## src/rtl/irq_prio_pkg.sv

```systemverilog
// shared constants and carriers for the priority field slice
package irq_prio_pkg;

  // ----------------------------------------------------------------
  // bus shape
  // ----------------------------------------------------------------
  localparam int ADDR_W = 8;
  localparam int DATA_W = 32;
  localparam int STRB_W = DATA_W / 8;
  localparam logic [ADDR_W-1:0] PRIO_REG_OFS = 8'h00;
  localparam logic [1:0] RESP_OKAY = 2'h0;
  localparam logic [1:0] RESP_SLVERR = 2'h2;

  // ----------------------------------------------------------------
  // field layout
  // ----------------------------------------------------------------
  localparam int PRIO_W = 3;
  localparam int SUB_W = 2;
  localparam int EXT_PRIO_LSB = 26;
  localparam int EXT_SUB_LSB = 24;
  localparam int CMP_PRIO_LSB = 18;
  localparam int CMP_SUB_LSB = 16;
  localparam int EXT_LANE = 3;
  localparam int CMP_LANE = 2;
  localparam logic [PRIO_W-1:0] PRIO_OFF = 3'h0;
  localparam logic [PRIO_W-1:0] PRIO_RST = 3'h0;
  localparam logic [SUB_W-1:0] SUB_RST = 2'h0;

  // ----------------------------------------------------------------
  // sources
  // ----------------------------------------------------------------
  localparam logic SRC_EXT = 1'b0;
  localparam logic SRC_CMP = 1'b1;

  typedef struct packed {
    logic [PRIO_W-1:0] level;
    logic [SUB_W-1:0] sub;
  } prio_cfg_t;

  typedef struct packed {
    logic valid;
    logic src;
    logic [PRIO_W-1:0] level;
    logic [SUB_W-1:0] sub;
  } arb_res_t;

endpackage : irq_prio_pkg

```

## src/rtl/irq_prio_fields.sv

```systemverilog
// priority field register slice with axi4-lite access and winner pick
// What this block does
// - ext irq4 priority in bits 28-26
// - level zero means source disabled
// - ext irq4 subpriority in bits 25-24
// - compare 4 priority in bits 20-18
// - compare 4 subpriority field, levels 0-3
//
// The implementer's own choices: register access over AXI4-Lite and the address map.
`timescale 1ns/1ps
module irq_prio_fields (
  input wire logic clk_in,
  input wire logic sys_rst_in,
  input wire logic [irq_prio_pkg::ADDR_W-1:0] axi_awaddr_in,
  input wire logic axi_awvalid_in,
  output logic axi_awready_out,
  input wire logic [irq_prio_pkg::DATA_W-1:0] axi_wdata_in,
  input wire logic [irq_prio_pkg::STRB_W-1:0] axi_wstrb_in,
  input wire logic axi_wvalid_in,
  output logic axi_wready_out,
  output logic [1:0] axi_bresp_out,
  output logic axi_bvalid_out,
  input wire logic axi_bready_in,
  input wire logic [irq_prio_pkg::ADDR_W-1:0] axi_araddr_in,
  input wire logic axi_arvalid_in,
  output logic axi_arready_out,
  output logic [irq_prio_pkg::DATA_W-1:0] axi_rdata_out,
  output logic [1:0] axi_rresp_out,
  output logic axi_rvalid_out,
  input wire logic axi_rready_in,
  input wire logic ext_irq4_pend_in,
  input wire logic cmp4_irq_pend_in,
  output logic [irq_prio_pkg::PRIO_W-1:0] ext_irq4_priority_out,
  output logic [irq_prio_pkg::SUB_W-1:0] ext_irq4_subpriority_out,
  output logic [irq_prio_pkg::PRIO_W-1:0] cmp4_irq_priority_out,
  output logic [irq_prio_pkg::SUB_W-1:0] cmp4_irq_subpriority_out,
  output logic grant_valid_out,
  output logic grant_src_out,
  output logic [irq_prio_pkg::PRIO_W-1:0] grant_level_out,
  output logic [irq_prio_pkg::SUB_W-1:0] grant_sub_out
);
  import irq_prio_pkg::*;

  // ----------------------------------------------------------------
  // state
  // ----------------------------------------------------------------
  typedef struct packed {
    prio_cfg_t ext_cfg;
    prio_cfg_t cmp_cfg;
    logic aw_held;
    logic [ADDR_W-1:0] aw_addr;
    logic w_held;
    logic [DATA_W-1:0] w_data;
    logic [STRB_W-1:0] w_strb;
    logic bvalid;
    logic [1:0] bresp;
    logic rvalid;
    logic [DATA_W-1:0] rdata;
    logic [1:0] rresp;
    arb_res_t grant;
  } slave_state_t;

  localparam slave_state_t STATE_RST = '0;

  slave_state_t state_q;
  slave_state_t state_d;
  arb_res_t pick;
  logic wr_fire;
  logic wr_hit;
  logic rd_hit;
  logic [DATA_W-1:0] rd_word;

  // ----------------------------------------------------------------
  // pick
  // ----------------------------------------------------------------
  irq_pick pick_u (
    .ext_cfg_in(state_q.ext_cfg),
    .cmp_cfg_in(state_q.cmp_cfg),
    .ext_pend_in(ext_irq4_pend_in),
    .cmp_pend_in(cmp4_irq_pend_in),
    .pick_out(pick)
  );

  // ----------------------------------------------------------------
  // bus handshakes
  // ----------------------------------------------------------------
  // one write in flight; new address/data wait until the response leaves
  assign axi_awready_out = !state_q.aw_held && !state_q.bvalid;
  assign axi_wready_out = !state_q.w_held && !state_q.bvalid;
  assign axi_arready_out = !state_q.rvalid;

  assign wr_fire = state_q.aw_held && state_q.w_held && !state_q.bvalid;
  assign wr_hit = state_q.aw_addr[ADDR_W-1:2] == PRIO_REG_OFS[ADDR_W-1:2];
  assign rd_hit = axi_araddr_in[ADDR_W-1:2] == PRIO_REG_OFS[ADDR_W-1:2];

  // reserved positions and the unmodelled low half read as zero
  always_comb begin
    rd_word = '0;
    rd_word[EXT_PRIO_LSB +: PRIO_W] = state_q.ext_cfg.level;
    rd_word[EXT_SUB_LSB +: SUB_W] = state_q.ext_cfg.sub;
    rd_word[CMP_PRIO_LSB +: PRIO_W] = state_q.cmp_cfg.level;
    rd_word[CMP_SUB_LSB +: SUB_W] = state_q.cmp_cfg.sub;
  end

  // ----------------------------------------------------------------
  // next state
  // ----------------------------------------------------------------
  always_comb begin
    state_d = state_q;
    if (axi_awvalid_in && axi_awready_out) begin
      state_d.aw_held = 1'b1;
      state_d.aw_addr = axi_awaddr_in;
    end
    if (axi_wvalid_in && axi_wready_out) begin
      state_d.w_held = 1'b1;
      state_d.w_data = axi_wdata_in;
      state_d.w_strb = axi_wstrb_in;
    end
    if (wr_fire) begin
      state_d.aw_held = 1'b0;
      state_d.w_held = 1'b0;
      state_d.bvalid = 1'b1;
      state_d.bresp = wr_hit ? RESP_OKAY : RESP_SLVERR;
      // reserved bits written are dropped, not stored
      if (wr_hit && state_q.w_strb[EXT_LANE]) begin
        state_d.ext_cfg.level =
            state_q.w_data[EXT_PRIO_LSB +: PRIO_W];
        state_d.ext_cfg.sub =
            state_q.w_data[EXT_SUB_LSB +: SUB_W];
      end
      if (wr_hit && state_q.w_strb[CMP_LANE]) begin
        state_d.cmp_cfg.level =
            state_q.w_data[CMP_PRIO_LSB +: PRIO_W];
        state_d.cmp_cfg.sub =
            state_q.w_data[CMP_SUB_LSB +: SUB_W];
      end
    end else if (state_q.bvalid && axi_bready_in) begin
      state_d.bvalid = 1'b0;
    end
    if (axi_arvalid_in && axi_arready_out) begin
      state_d.rvalid = 1'b1;
      state_d.rdata = rd_hit ? rd_word : '0;
      state_d.rresp = rd_hit ? RESP_OKAY : RESP_SLVERR;
    end else if (state_q.rvalid && axi_rready_in) begin
      state_d.rvalid = 1'b0;
    end
    // registered so the grant outputs carry a glitch-free winner
    state_d.grant = pick;
  end

  always_ff @(posedge clk_in or posedge sys_rst_in) begin
    if (sys_rst_in) begin
      state_q <= STATE_RST;
    end else begin
      state_q <= state_d;
    end
  end

  // ----------------------------------------------------------------
  // outputs
  // ----------------------------------------------------------------
  assign axi_bvalid_out = state_q.bvalid;
  assign axi_bresp_out = state_q.bresp;
  assign axi_rvalid_out = state_q.rvalid;
  assign axi_rdata_out = state_q.rdata;
  assign axi_rresp_out = state_q.rresp;
  assign ext_irq4_priority_out = state_q.ext_cfg.level;
  assign ext_irq4_subpriority_out = state_q.ext_cfg.sub;
  assign cmp4_irq_priority_out = state_q.cmp_cfg.level;
  assign cmp4_irq_subpriority_out = state_q.cmp_cfg.sub;
  assign grant_valid_out = state_q.grant.valid;
  assign grant_src_out = state_q.grant.src;
  assign grant_level_out = state_q.grant.level;
  assign grant_sub_out = state_q.grant.sub;

  // ----------------------------------------------------------------
  // checks
  // ----------------------------------------------------------------
  chk_ext_level_write: assert property (
    @(posedge clk_in) disable iff (sys_rst_in)
    (wr_fire && wr_hit && state_q.w_strb[EXT_LANE]) |=>
      ext_irq4_priority_out ==
        $past(state_q.w_data[EXT_PRIO_LSB +: PRIO_W]))
    else $error("ext priority not taken from write");

  chk_ext_sub_write: assert property (
    @(posedge clk_in) disable iff (sys_rst_in)
    (wr_fire && wr_hit && state_q.w_strb[EXT_LANE]) |=>
      ext_irq4_subpriority_out ==
        $past(state_q.w_data[EXT_SUB_LSB +: SUB_W]))
    else $error("ext subpriority not taken from write");

  chk_cmp_level_write: assert property (
    @(posedge clk_in) disable iff (sys_rst_in)
    (wr_fire && wr_hit && state_q.w_strb[CMP_LANE]) |=>
      cmp4_irq_priority_out ==
        $past(state_q.w_data[CMP_PRIO_LSB +: PRIO_W]))
    else $error("compare priority not taken from write");

  chk_cmp_sub_write: assert property (
    @(posedge clk_in) disable iff (sys_rst_in)
    (wr_fire && wr_hit && state_q.w_strb[CMP_LANE]) |=>
      cmp4_irq_subpriority_out ==
        $past(state_q.w_data[CMP_SUB_LSB +: SUB_W]))
    else $error("compare subpriority not taken from write");

  chk_off_never_granted: assert property (
    @(posedge clk_in) disable iff (sys_rst_in)
    (ext_irq4_priority_out == PRIO_OFF &&
     (!cmp4_irq_pend_in || cmp4_irq_priority_out == PRIO_OFF)) |=>
      !grant_valid_out)
    else $error("disabled source granted");

  chk_level_wins: assert property (
    @(posedge clk_in) disable iff (sys_rst_in)
    (ext_irq4_pend_in && cmp4_irq_pend_in &&
     cmp4_irq_priority_out > ext_irq4_priority_out) |=>
      grant_valid_out && grant_src_out == SRC_CMP &&
      grant_level_out == $past(cmp4_irq_priority_out))
    else $error("higher level lost arbitration");

  chk_sub_tiebreak: assert property (
    @(posedge clk_in) disable iff (sys_rst_in)
    (ext_irq4_pend_in && cmp4_irq_pend_in &&
     ext_irq4_priority_out != PRIO_OFF &&
     ext_irq4_priority_out == cmp4_irq_priority_out &&
     ext_irq4_subpriority_out > cmp4_irq_subpriority_out) |=>
      grant_valid_out && grant_src_out == SRC_EXT)
    else $error("subpriority tie break wrong");

  // answer one edge after both halves are held; code follows the decode
  chk_write_answer: assert property (
    @(posedge clk_in) disable iff (sys_rst_in)
    wr_fire |=> axi_bvalid_out &&
      axi_bresp_out == ($past(wr_hit) ? RESP_OKAY : RESP_SLVERR))
    else $error("write answer missing");

endmodule : irq_prio_fields

```

## src/rtl/irq_pick.sv

```systemverilog
// two-source priority pick with subpriority tie break
`timescale 1ns/1ps
module irq_pick (
  input wire irq_prio_pkg::prio_cfg_t ext_cfg_in,
  input wire irq_prio_pkg::prio_cfg_t cmp_cfg_in,
  input wire logic ext_pend_in,
  input wire logic cmp_pend_in,
  output irq_prio_pkg::arb_res_t pick_out
);
  import irq_prio_pkg::*;

  logic ext_live;
  logic cmp_live;
  logic cmp_wins;

  // zero level never competes, whatever the subpriority
  assign ext_live = ext_pend_in && (ext_cfg_in.level != PRIO_OFF);
  assign cmp_live = cmp_pend_in && (cmp_cfg_in.level != PRIO_OFF);

  // level first; subpriority only on equal level; full tie keeps ext
  assign cmp_wins = cmp_live && (!ext_live ||
      (cmp_cfg_in.level > ext_cfg_in.level) ||
      ((cmp_cfg_in.level == ext_cfg_in.level) &&
       (cmp_cfg_in.sub > ext_cfg_in.sub)));

  always_comb begin
    pick_out.valid = ext_live || cmp_live;
    pick_out.src = cmp_wins ? SRC_CMP : SRC_EXT;
    pick_out.level = cmp_wins ? cmp_cfg_in.level :
        (ext_live ? ext_cfg_in.level : PRIO_OFF);
    pick_out.sub = cmp_wins ? cmp_cfg_in.sub :
        (ext_live ? ext_cfg_in.sub : SUB_RST);
  end

endmodule : irq_pick

```

## config.mk

```make
export PLATFORM = sky130hd
export DESIGN_NAME = irq_prio_fields
export DESIGN_NICKNAME = d
export VERILOG_FILES = /design/src/rtl/irq_prio_pkg.sv /design/src/rtl/irq_prio_fields.sv /design/src/rtl/irq_pick.sv
export SDC_FILE = /design/constraint.sdc
export NUM_CORES = 1
export LEC_CHECK = 0
export ABC_AREA = 1
export BUFFER_PORTS_ARGS = -buffer_cell sky130_fd_sc_hd__buf_2
export CORE_UTILIZATION = 46
export DETAILED_ROUTE_END_ITERATION = 8
export GPL_ROUTABILITY_DRIVEN = 1
export GPL_TIMING_DRIVEN = 0
export PLACE_DENSITY = 0.76
export SLEW_MARGIN = 40
export SYNTH_ARGS = -nofsm -noshare
export SYNTH_HDL_FRONTEND = slang
export SYNTH_SLANG_ARGS = --single-unit
```

## constraint.sdc

```tcl
create_clock -name clk_in -period 2.15 [get_ports clk_in]
set_clock_uncertainty 0.15 [all_clocks]
set_input_delay 0.43 -clock clk_in [delete_from_list [all_inputs] [get_ports clk_in]]
set_output_delay 0.43 -clock clk_in [all_outputs]
set_load 0.01 [all_outputs]
```

==> impl_metrics.tcl, run 1 <==
set metrics [dict create \
    drive_above_1_share 0.434 \
    hold_viol 0 \
    dieArea_um2 5810 \
    synth_warnings 0 \
    antenna_found_initial 0 \
    port_buffers 66 \
    crit_slowest_cell "dfrtp_1" \
    power.density_nw_per_um2 1050 \
    synth_top_cell_by_area "dfrtp_1" \
    cpLargestDelayFamily "simple AND/OR/NAND/NOR gates" \
    avgViaCountPerCell 4.35 \
    clock_latency_ps 300 \
    crit_path_cell_trace "ha_1 -> nand3_1 -> nor2_1 -> nand2_1 -> nand3_2 -> nand2_2 -> nand2_1 -> nand2_1" \
    grt_start_max_net_pins 30 \
    drtAntennaViolNets 0 \
    dr.pass1.iters 4 \
    wirelength_mm 4.46 \
    cts_buffer_depth 2 \
    dp_slack_ps 416 \
    synth_edf_count 0 \
    num_rows 26 \
    synthCells 252 \
    h-tree-depth 2 \
    min-delay-path-class "in -> reg" \
    crit_fanout 6 \
    pin_count 119 \
    globalRouteTotalUtil 0.167 \
    worstPathRequired_ps 2190 \
    vias 1827 \
    cts_tree "yes" \
    cp.arrival_ps 1800 \
    critPathLaunchType "flop" \
    ys_types 24 \
    finalNetCount 416 \
    cts_inserted_buffers 5 \
    max_stage_delay_ps 470 \
    ys.flop_type "dfrtp_1" \
    cp_common_cell "nand2_1" \
    placed_area_um2 3060 \
    syn_area_per_cell_um2 10.1 \
    root_buffer "clkbuf_8" \
    syn_to_final_growth_pct 24.6 \
    grt_pass1_vias 1731 \
    critical_path_class "reg -> reg" \
    cts.clk_slew.worst_paths_ps 90 \
    finalCritPeriodShare 0.817 \
    slew_viol_final 0 \
    yosysSeqAreaShare 0.503 \
    dpl.hpwl_mm 3.44 \
    synth_top_area_frac 0.503 \
    drc 0 \
    critPathBufInv 0 \
    ys_top_cells_by_area "dfrtp_1, buf_4, mux2_2, nand2_1, inv_1" \
    ir_worst_vdd_uv 608 \
    rsz0062_at_grt "false" \
    syn-cell-area_um2 2530 \
    max_freq_mhz 569 \
    status "finished, final reports clean" \
    fin_util 0.607 \
    start_util 0.487 \
    maxCapViolCount 0 \
    die_h_um 76.2 \
    async_reset_ff_frac 1.00 \
    fp.dieW_um 76.2 \
    avgRoutedWirePerCell_um 10.6 \
    grt_overflow 0 \
    p_leak_nw 1.87 \
    fin_ws_ps 393 \
    ys_seq_elements 51 \
    grt_pass1_wl_mm 7.65 \
    cts_sinks 51 \
    p_total_w 0.00332 \
    core_um2 5200 \
    period_minus_slack_ps 1760 \
    fin_area_um2 3160 \
    cts_resized 0 \
    fill_cells 473 \
    finalSetupViolations 0 \
    synthTopCellsByCount "buf_4, dfrtp_1, nand2_1" \
    end_kind "flop" \
    tns_ps 0 \
    diodes 0 \
    drt-initial-drc-count 83 \
    gp_congestion 0.759 \
]
==> per-layer routing <==
metal  wire length, µm  up-vias  track usage
met5                 0        -            0
met3               326        6       0.0599
met2              2220       62        0.295
met4                49        0       0.0481
met1              1870      825        0.188
li1                  -      934            -
==> metrics by stage <==
stage / hold WS [ps] / std cells
2_1_floorplan: 320 / 275
3_3_place_gp: 332 / 411
6_report: 146 / 420
5_1_grt: 123 / 420
3_5_place_dp: 257 / 412
4_1_cts: 142 / 420
==> area by class of cell <==
class                      count  area [µm²]  share of cell area
buffer                        54         404               0.128
timing repair buffer          68         360               0.114
clock inverter                 1        5.00             0.00158
inverter                      24        92.6              0.0293
tap                           70        87.6              0.0277
clock buffer                   6        82.6              0.0261
multi-input combinational    146         851               0.269
sequential                    51        1280               0.404
==> worst paths after layout <==
| kind | from | end | slack, ps | cells after the start |
|---|---|---|---|---|
| min in group asynchronous | sys_rst_in | cmp4_irq_priority_out[0]$_DFFE_PP0P_ | 510 | 3 |
| max in group asynchronous | sys_rst_in | state_q[68]$_DFFE_PP0P_ | 900 | 4 |
| worst min-delay path | axi_bready_in | axi_bvalid_out$_DFFE_PP0P_ | 150 | 2 |
| worst max register to register | cmp4_irq_priority_out[2]$_DFFE_PP0P_ | grant_level_out[1]$_DFF_PP0_ | 390 | 8 |
| worst max-delay path | cmp4_irq_priority_out[2]$_DFFE_PP0P_ | grant_level_out[1]$_DFF_PP0_ | 390 | 8 |
| worst min register to register | state_q[69]$_DFFE_PP0P_ | cmp4_irq_priority_out[2]$_DFFE_PP0P_ | 350 | 2 |
==> logic make-up (layout without fill, tap and decap cells) <==
| kind of cell | after synthesis | count (layout) | share of synthesized area |
|---|---|---|---|
| AO/OA/AOI/OAI | 31 | 31 | 0.0785 |
| adder cells (fa/ha/maj) | 5 | 5 | 0.0247 |
| buffers and inverters | 78 | 153 | 0.195 |
| flip-flops | 51 | 51 | 0.503 |
| multiplexers | 12 | 12 | 0.0533 |
| other | 1 | 24 | 0.00148 |
| AND/OR/NAND/NOR | 74 | 74 | 0.144 |
==> sequential cells by signal, summed over array words and instances, names as in the netlist, 2 cells and up <==
signal and cells:
ext_irq4_priority_out 3, cmp4_irq_subpriority_out 2, grant_sub_out 2, grant_level_out 3, state_q 20, ext_irq4_subpriority_out 2, axi_rdata_out 10, cmp4_irq_priority_out 3
==> power breakdown <==
group	internal, W	switching (W)
logic	0.000620	0.000638
clock network	0.000253	0.000294
registers	0.00126	0.000247
==> cell usage in the layout, fill, tap and decap left out, drive strengths merged <==
| cell | n |
|---|---|
| a21oi | 11 |
| or2 | 1 |
| a22o | 10 |
| inv | 24 |
| dfrtp | 51 |
| clkbuf | 6 |
| buf | 121 |
| o21ai | 8 |
| o21bai | 1 |
| dlygate4sd3 | 1 |
| ha | 5 |
| nand2 | 39 |
| mux2 | 12 |
| nor2 | 20 |
| o31a | 1 |
| nand3 | 14 |
| clkinv | 1 |
| conb | 24 |
==> worst reg2reg max path, cell delays in order, from the launching register on <==
cell	delay [ps]
dfrtp_1	470
ha_1	360
nand3_1	110
nor2_1	110
nand2_1	70
nand3_2	130
nand2_2	110
nand2_1	90
nand2_1	60
==> timing repair <==
item,CTS,global route
endpoints found under the hold margin,22,0
buffers inserted,0,0
hold buffers,1,0
setup endpoints to repair,0,0
Power figures use the tool's default switching activity.
==> run 2: changes to the inputs <==
--- a/config.mk
+++ b/config.mk
@@ -5,13 +5,13 @@
 export SDC_FILE = /design/constraint.sdc
 export NUM_CORES = 1
 export LEC_CHECK = 0
-export ABC_AREA = 1
+export ABC_AREA = 0
 export BUFFER_PORTS_ARGS = -buffer_cell sky130_fd_sc_hd__buf_2
-export CORE_UTILIZATION = 46
+export CORE_UTILIZATION = 42
 export DETAILED_ROUTE_END_ITERATION = 8
 export GPL_ROUTABILITY_DRIVEN = 1
 export GPL_TIMING_DRIVEN = 0
-export PLACE_DENSITY = 0.76
+export PLACE_DENSITY = 0.74
 export SLEW_MARGIN = 40
 export SYNTH_ARGS = -nofsm -noshare
 export SYNTH_HDL_FRONTEND = slang
==> constraint.sdc (replaced) <==
create_clock -name clk_in -period 1.5 [get_ports clk_in]
set_clock_uncertainty 0.15 [all_clocks]
set_input_delay 0.3 -clock clk_in [delete_from_list [all_inputs] [get_ports clk_in]]
set_output_delay 0.3 -clock clk_in [all_outputs]
set_load 0.01 [all_outputs]
==> run 2 against run 1 <==
  * The run now ends with setup timing left
  * Power up 67%
  * Cell count down 6.7%
  * Critical path depth down 4
  * Die area up 6.7%
  * Via count down 4.7%
  * Critical endpoint is now ext_irq4_subpriority_out[1]$_DFFE_PP0P_
  * Largest cell class unchanged
  * Highest routed layer unchanged
==> impl_metrics.tcl, run 2 <==
set metrics [dict create \
    grt_pass1_vias 1593 \
    grt_start_max_net_pins 21 \
    core_um2 5610 \
    reg2reg_depth 4 \
    ys.flop_type "dfrtp_1" \
    avgViaCountPerCell 4.44 \
    drt-initial-drc-count 43 \
    final_common_cell "buf_2" \
    worstPathRequired_ps 1550 \
    async_reset_ff_frac 1.00 \
    gp_congestion 0.709 \
    cts_sinks 51 \
    violations "setup timing" \
    grt_overflow 0 \
    synth_warnings 0 \
    synthSimpleGateAreaFrac 0.0582 \
    period_minus_slack_ps 1940 \
    cts.clk_slew.worst_paths_ps 100 \
    drtAntennaViolNets 0 \
    dpl.hpwl_mm 3.54 \
    placed_cells 367 \
    dieArea_um2 6200 \
    ys_top_cells_by_area "dfrtp_1, buf_4, mux2_2, a22o_1, ha_1" \
    crit_fanout 5 \
    dr.pass1.iters 4 \
    finalSetupViolations 36 \
    max_stage_delay_ps 550 \
    cp.arrival_ps 1980 \
    synth_top_family_by_area "buffers and inverters" \
    final_cell_mix "buf_2, buf_4, dfrtp_1, conb_1, buf_6" \
    crit_path_cell_trace "or4_4 -> nor4_4 -> nand2_2 -> mux2_4" \
    wirelength_mm 5.08 \
    drc 0 \
    synth_xor_area_frac 0 \
    p_total_w 0.00555 \
    start_util 0.441 \
    end_kind "flop" \
    port_buffers 66 \
    ys_seq_elements 51 \
    synthTopCellsByCount "buf_4, dfrtp_1, mux2_2" \
    synthCells 204 \
    h-tree-depth 2 \
    hold_viol 0 \
    finalNonFillerCells 392 \
    ys_types 30 \
    ir_worst_vdd_uv 981 \
    root_buffer "clkbuf_8" \
    p_leak_nw 1.90 \
    yosysSeqAreaShare 0.516 \
    top_register "state_q" \
    synth_compound_area_frac 0.0693 \
    finalNetCount 385 \
    globalRouteTotalUtil 0.170 \
    avgRoutedWirePerCell_um 13.0 \
    synth_top_area_frac 0.516 \
    num_rows 27 \
    status "complete, but fails checks" \
    synth_mux_area_frac 0.148 \
    vias 1742 \
    slew_viol_final 0 \
    largest_register_ffs 20 \
    synth_top_cell_by_area "dfrtp_1" \
    clock_latency_ps 300 \
    cts_buffer_depth 2 \
    power.density_nw_per_um2 1550 \
    grt_pass1_wl_mm 7.91 \
    finalCritPeriodShare 1.29 \
    min-delay-path-class "in -> reg" \
    synth_edf_count 0 \
    min_path_cells 2 \
    syn_area_per_cell_um2 12.1 \
    syn_to_final_growth_pct 44.5 \
    crit_slowest_cell "or4_4" \
    rsz0062_at_grt "true" \
    critPathLaunchType "flop" \
    fin_ws_ps -436 \
    dp_slack_ps -576 \
    critical_path_class "reg -> reg" \
    maxCapViolCount 0 \
    antenna_found_initial 0 \
    die_h_um 78.7 \
    synthAdderAreaFrac 0.0253 \
    diodes 0 \
    max_freq_mhz 517 \
    fp.dieW_um 78.7 \
    cts_tree "yes" \
    syn-cell-area_um2 2470 \
    pin_count 119 \
    drive_above_1_share 0.628 \
    cts_inserted_buffers 5 \
]
-- run 2: layer usage --
metal	GRT usage	up-vias	wire length [µm]
met5	0	-	0
met4	0.0648	0	102
met3	0.0391	10	313
met2	0.280	73	2610
met1	0.217	813	2060
li1	-	846	-
-- run 2: area by class of cell --
| type | instances | area [µm²] |
|---|---|---|
| Multi-Input combinational cell | 108 | 985 |
| Inverter | 13 | 52.6 |
| Tap cell | 72 | 90.1 |
| Fill cell | 464 | 2030 |
| Clock buffer | 5 | 68.8 |
| Clock inverter | 3 | 20.0 |
| Timing Repair Buffer | 87 | 642 |
| Buffer | 53 | 430 |
| Sequential cell | 51 | 1280 |
-- run 2: stage by stage --
step / utilization / setup TNS (ps) / hold WS (ps) / area (µm²)
CTS: 0.606 / -6960 / 4.26 / 3400
floorplan: - / -5020 / 199 / 2680
detailed placement: 0.562 / -9750 / 173 / 3150
finish: 0.637 / -7360 / 11.3 / 3570
global placement: 0.552 / -8810 / 329 / 3100
global route: 0.637 / -9710 / 17.0 / 3570
-- run 2: timing repair --
item                                    CTS  global route
endpoints found under the setup margin   22            54
cloned                                    0             1
hold endpoints to repair                 14             0
pin swaps                                 3             5
gates resized for setup                  15            32
hold buffers                              2             0
setup buffers                            10             6
-- run 2: final timing paths --
path / startpoint / end / slack, ps
min: axi_rready_in / axi_rvalid_out$_DFFE_PP0P_ / 10
max in group asynchronous: sys_rst_in / ext_irq4_subpriority_out[0]$_DFFE_PP0P_ / 360
min in group asynchronous: sys_rst_in / state_q[74]$_DFFE_PP0P_ / 410
max: state_q[84]$_DFFE_PP0P_ / ext_irq4_subpriority_out[1]$_DFFE_PP0P_ / -440
max reg2reg: state_q[84]$_DFFE_PP0P_ / ext_irq4_subpriority_out[1]$_DFFE_PP0P_ / -440
min reg2reg: state_q[75]$_DFFE_PP0P_ / state_q[75]$_DFFE_PP0P_ / 360
-- run 2: logic make-up after synthesis --
logic type / count (synthesis)
DFF: 51
other: 1
muxes: 33
adders and majority gates: 5
buffers and inverters: 68
AOI/OAI and AO/OA: 22
and+or+nand+nor: 24
-- run 2: critical path, delay by kind of cell (launching register included) --
kind	cells	cell delay, ps
and+or+nand+nor	3	970
DFF	1	390
muxes	1	320
-- run 2: power by group --
| group | switching, W | internal, W |
|---|---|---|
| Clock | 0.000459 | 0.000325 |
| Combinational | 0.00101 | 0.00161 |
| Sequential | 0.000334 | 0.00181 |
==> run 3: changes to the inputs <==
--- a/config.mk
+++ b/config.mk
@@ -11,7 +11,7 @@
 export DETAILED_ROUTE_END_ITERATION = 8
 export GPL_ROUTABILITY_DRIVEN = 1
 export GPL_TIMING_DRIVEN = 0
-export PLACE_DENSITY = 0.74
+export PLACE_DENSITY = 0.88
 export SLEW_MARGIN = 40
 export SYNTH_ARGS = -nofsm -noshare
 export SYNTH_HDL_FRONTEND = slang
==> run 3 against run 2 <==
  * The flow still finishes with violations (setup timing)
  * Wire length rose by 1.2%
  * Combinational power is essentially flat
  * Non-clock buffer count is 5 higher
  * Fmax is 0.31% higher
  * Sequential share of layout area down 0.10 points
  * First-iteration DRC count decreased by 14%
  * Hold slack better by 25 ps
  * Die area stayed put
  * Critical path type unchanged
  * Largest cell class unchanged
  * Highest routed layer unchanged
==> impl_metrics.tcl, run 3 (synthesized netlist as in run 2, its figures left out) <==
set metrics [dict create \
    grt_pass1_wl_mm 7.76 \
    grt_pass1_vias 1727 \
    drtAntennaViolNets 0 \
    finalCritPeriodShare 1.29 \
    critPathLaunchType "flop" \
    dr.pass1.iters 4 \
    port_buffers 66 \
    worstPathRequired_ps 1530 \
    largest_register_ffs 20 \
    avgRoutedWirePerCell_um 13.0 \
    hold_viol 0 \
    die_h_um 78.7 \
    cts_tree "yes" \
    finalSetupViolations 24 \
    final_common_cell "buf_2" \
    power.density_nw_per_um2 1540 \
    root_buffer "clkbuf_8" \
    fp.dieW_um 78.7 \
    slew_viol_final 0 \
    fin_area_um2 3590 \
    ir_worst_vdd_uv 980 \
    critical_path_class "reg -> reg" \
    diodes 0 \
    maxCapViolCount 0 \
    wl_met3_um 332 \
    h-tree-depth 2 \
    antenna_found_initial 0 \
    dpl.hpwl_mm 3.67 \
    grt_start_max_net_pins 19 \
    cts_buffer_depth 2 \
    vias 1797 \
    period_minus_slack_ps 1930 \
    rsz0062_at_grt "true" \
    wirelength_mm 5.14 \
    placed_area_um2 3150 \
    violations "setup timing" \
    dieArea_um2 6200 \
    drt-initial-drc-count 37 \
    dr_wl_met2_mm 2.57 \
    final_cell_mix "buf_2, buf_4, dfrtp_1, conb_1, buf_6" \
    drive_above_1_share 0.651 \
    pin_count 119 \
    start_util 0.441 \
    avgViaCountPerCell 4.54 \
    top_layer_used "met4" \
    drc 0 \
    tns_ps -6590 \
    max_freq_mhz 518 \
    grt_overflow 0 \
    end_kind "flop" \
    finalNetCount 390 \
    cp.arrival_ps 1960 \
    crit_fanout 5 \
    syn_to_final_growth_pct 45.0 \
    gp_congestion 0.767 \
    cts_sinks 51 \
    min-delay-path-class "in -> reg" \
    whs_ps 36.0 \
    fin_ws_ps -430 \
    clock_latency_ps 300 \
    top_register "state_q" \
    p_leak_nw 1.92 \
    core_um2 5610 \
    status "complete, but fails checks" \
    cts.clk_slew.worst_paths_ps 90 \
    globalRouteTotalUtil 0.164 \
    p_total_w 0.00553 \
    wl_met1_mm 2.15 \
    num_rows 27 \
    cts_inserted_buffers 5 \
]
[run 3: cell types whose count changed in the layout (fill, tap and decap cells not counted), sizes merged]
cell         before  now
clkinvlp          3    1
clkbuf            7    8
dlygate4sd3       2    1
buf             136  143
clkinv            1    0
[run 3: power breakdown]
part / internal, W / total, W / switching, W / leakage (nW)
logic: 0.00161 / 0.00262 / 0.00101 / 1.24
registers: 0.00181 / 0.00218 / 0.000370 / 0.640
clock network: 0.000322 / 0.000726 / 0.000404 / 0.0383
[run 3: final timing paths]
kind,startpoint,endpoint,slack [ps],cells after the start
worst max-delay path,state_q[84]$_DFFE_PP0P_,ext_irq4_subpriority_out[1]$_DFFE_PP0P_,-430,4
worst min-delay path,axi_bready_in,axi_bvalid_out$_DFFE_PP0P_,40,2
worst min register to register,state_q[75]$_DFFE_PP0P_,state_q[75]$_DFFE_PP0P_,360,1
worst max register to register,state_q[84]$_DFFE_PP0P_,ext_irq4_subpriority_out[1]$_DFFE_PP0P_,-430,4
min in group asynchronous,sys_rst_in,state_q[77]$_DFFE_PP0P_,410,3
max in group asynchronous,sys_rst_in,cmp4_irq_priority_out[2]$_DFFE_PP0P_,210,5
[run 3: final cells by class]
type | instances | area [µm²]
Fill cell | 454 | 2020
Sequential cell | 51 | 1290
Multi-Input combinational cell | 108 | 1010
Timing Repair Buffer | 90 | 622
Buffer | 55 | 453
Tap cell | 72 | 90.1
Clock buffer | 7 | 76.3
Inverter | 13 | 52.6
[run 3: repair_timing]
| item | in CTS | in global routing |
|---|---|---|
| resized for setup | 10 | 43 |
| pin swaps | 2 | 6 |
| endpoints found under the hold margin | 16 | 0 |
| setup buffers | 8 | 14 |
| hold buffers | 1 | 0 |
| setup endpoints to repair | 20 | 52 |
[run 3: routing by layer]
metal / track usage / vias up
met5: 0 / -
met3: 0.0402 / 11
li1: - / 851
met4: 0.0630 / 0
met2: 0.282 / 74
met1: 0.197 / 861
[run 3: through the flow]
stage           util  instances  setup slack, ps
6_report       0.640        396             -430
5_1_grt        0.640        396             -490
4_1_cts        0.592        383             -439
3_5_place_dp   0.562        367             -569
3_3_place_gp   0.552        365             -537
2_1_floorplan      -        227             -393
[run 3: worst max-delay path: stages, from the launching register on]
cell     delay (ps)
dfrtp_1         400
or4_4           550
nor4_4          230
nand2_2         170
mux2_4          320
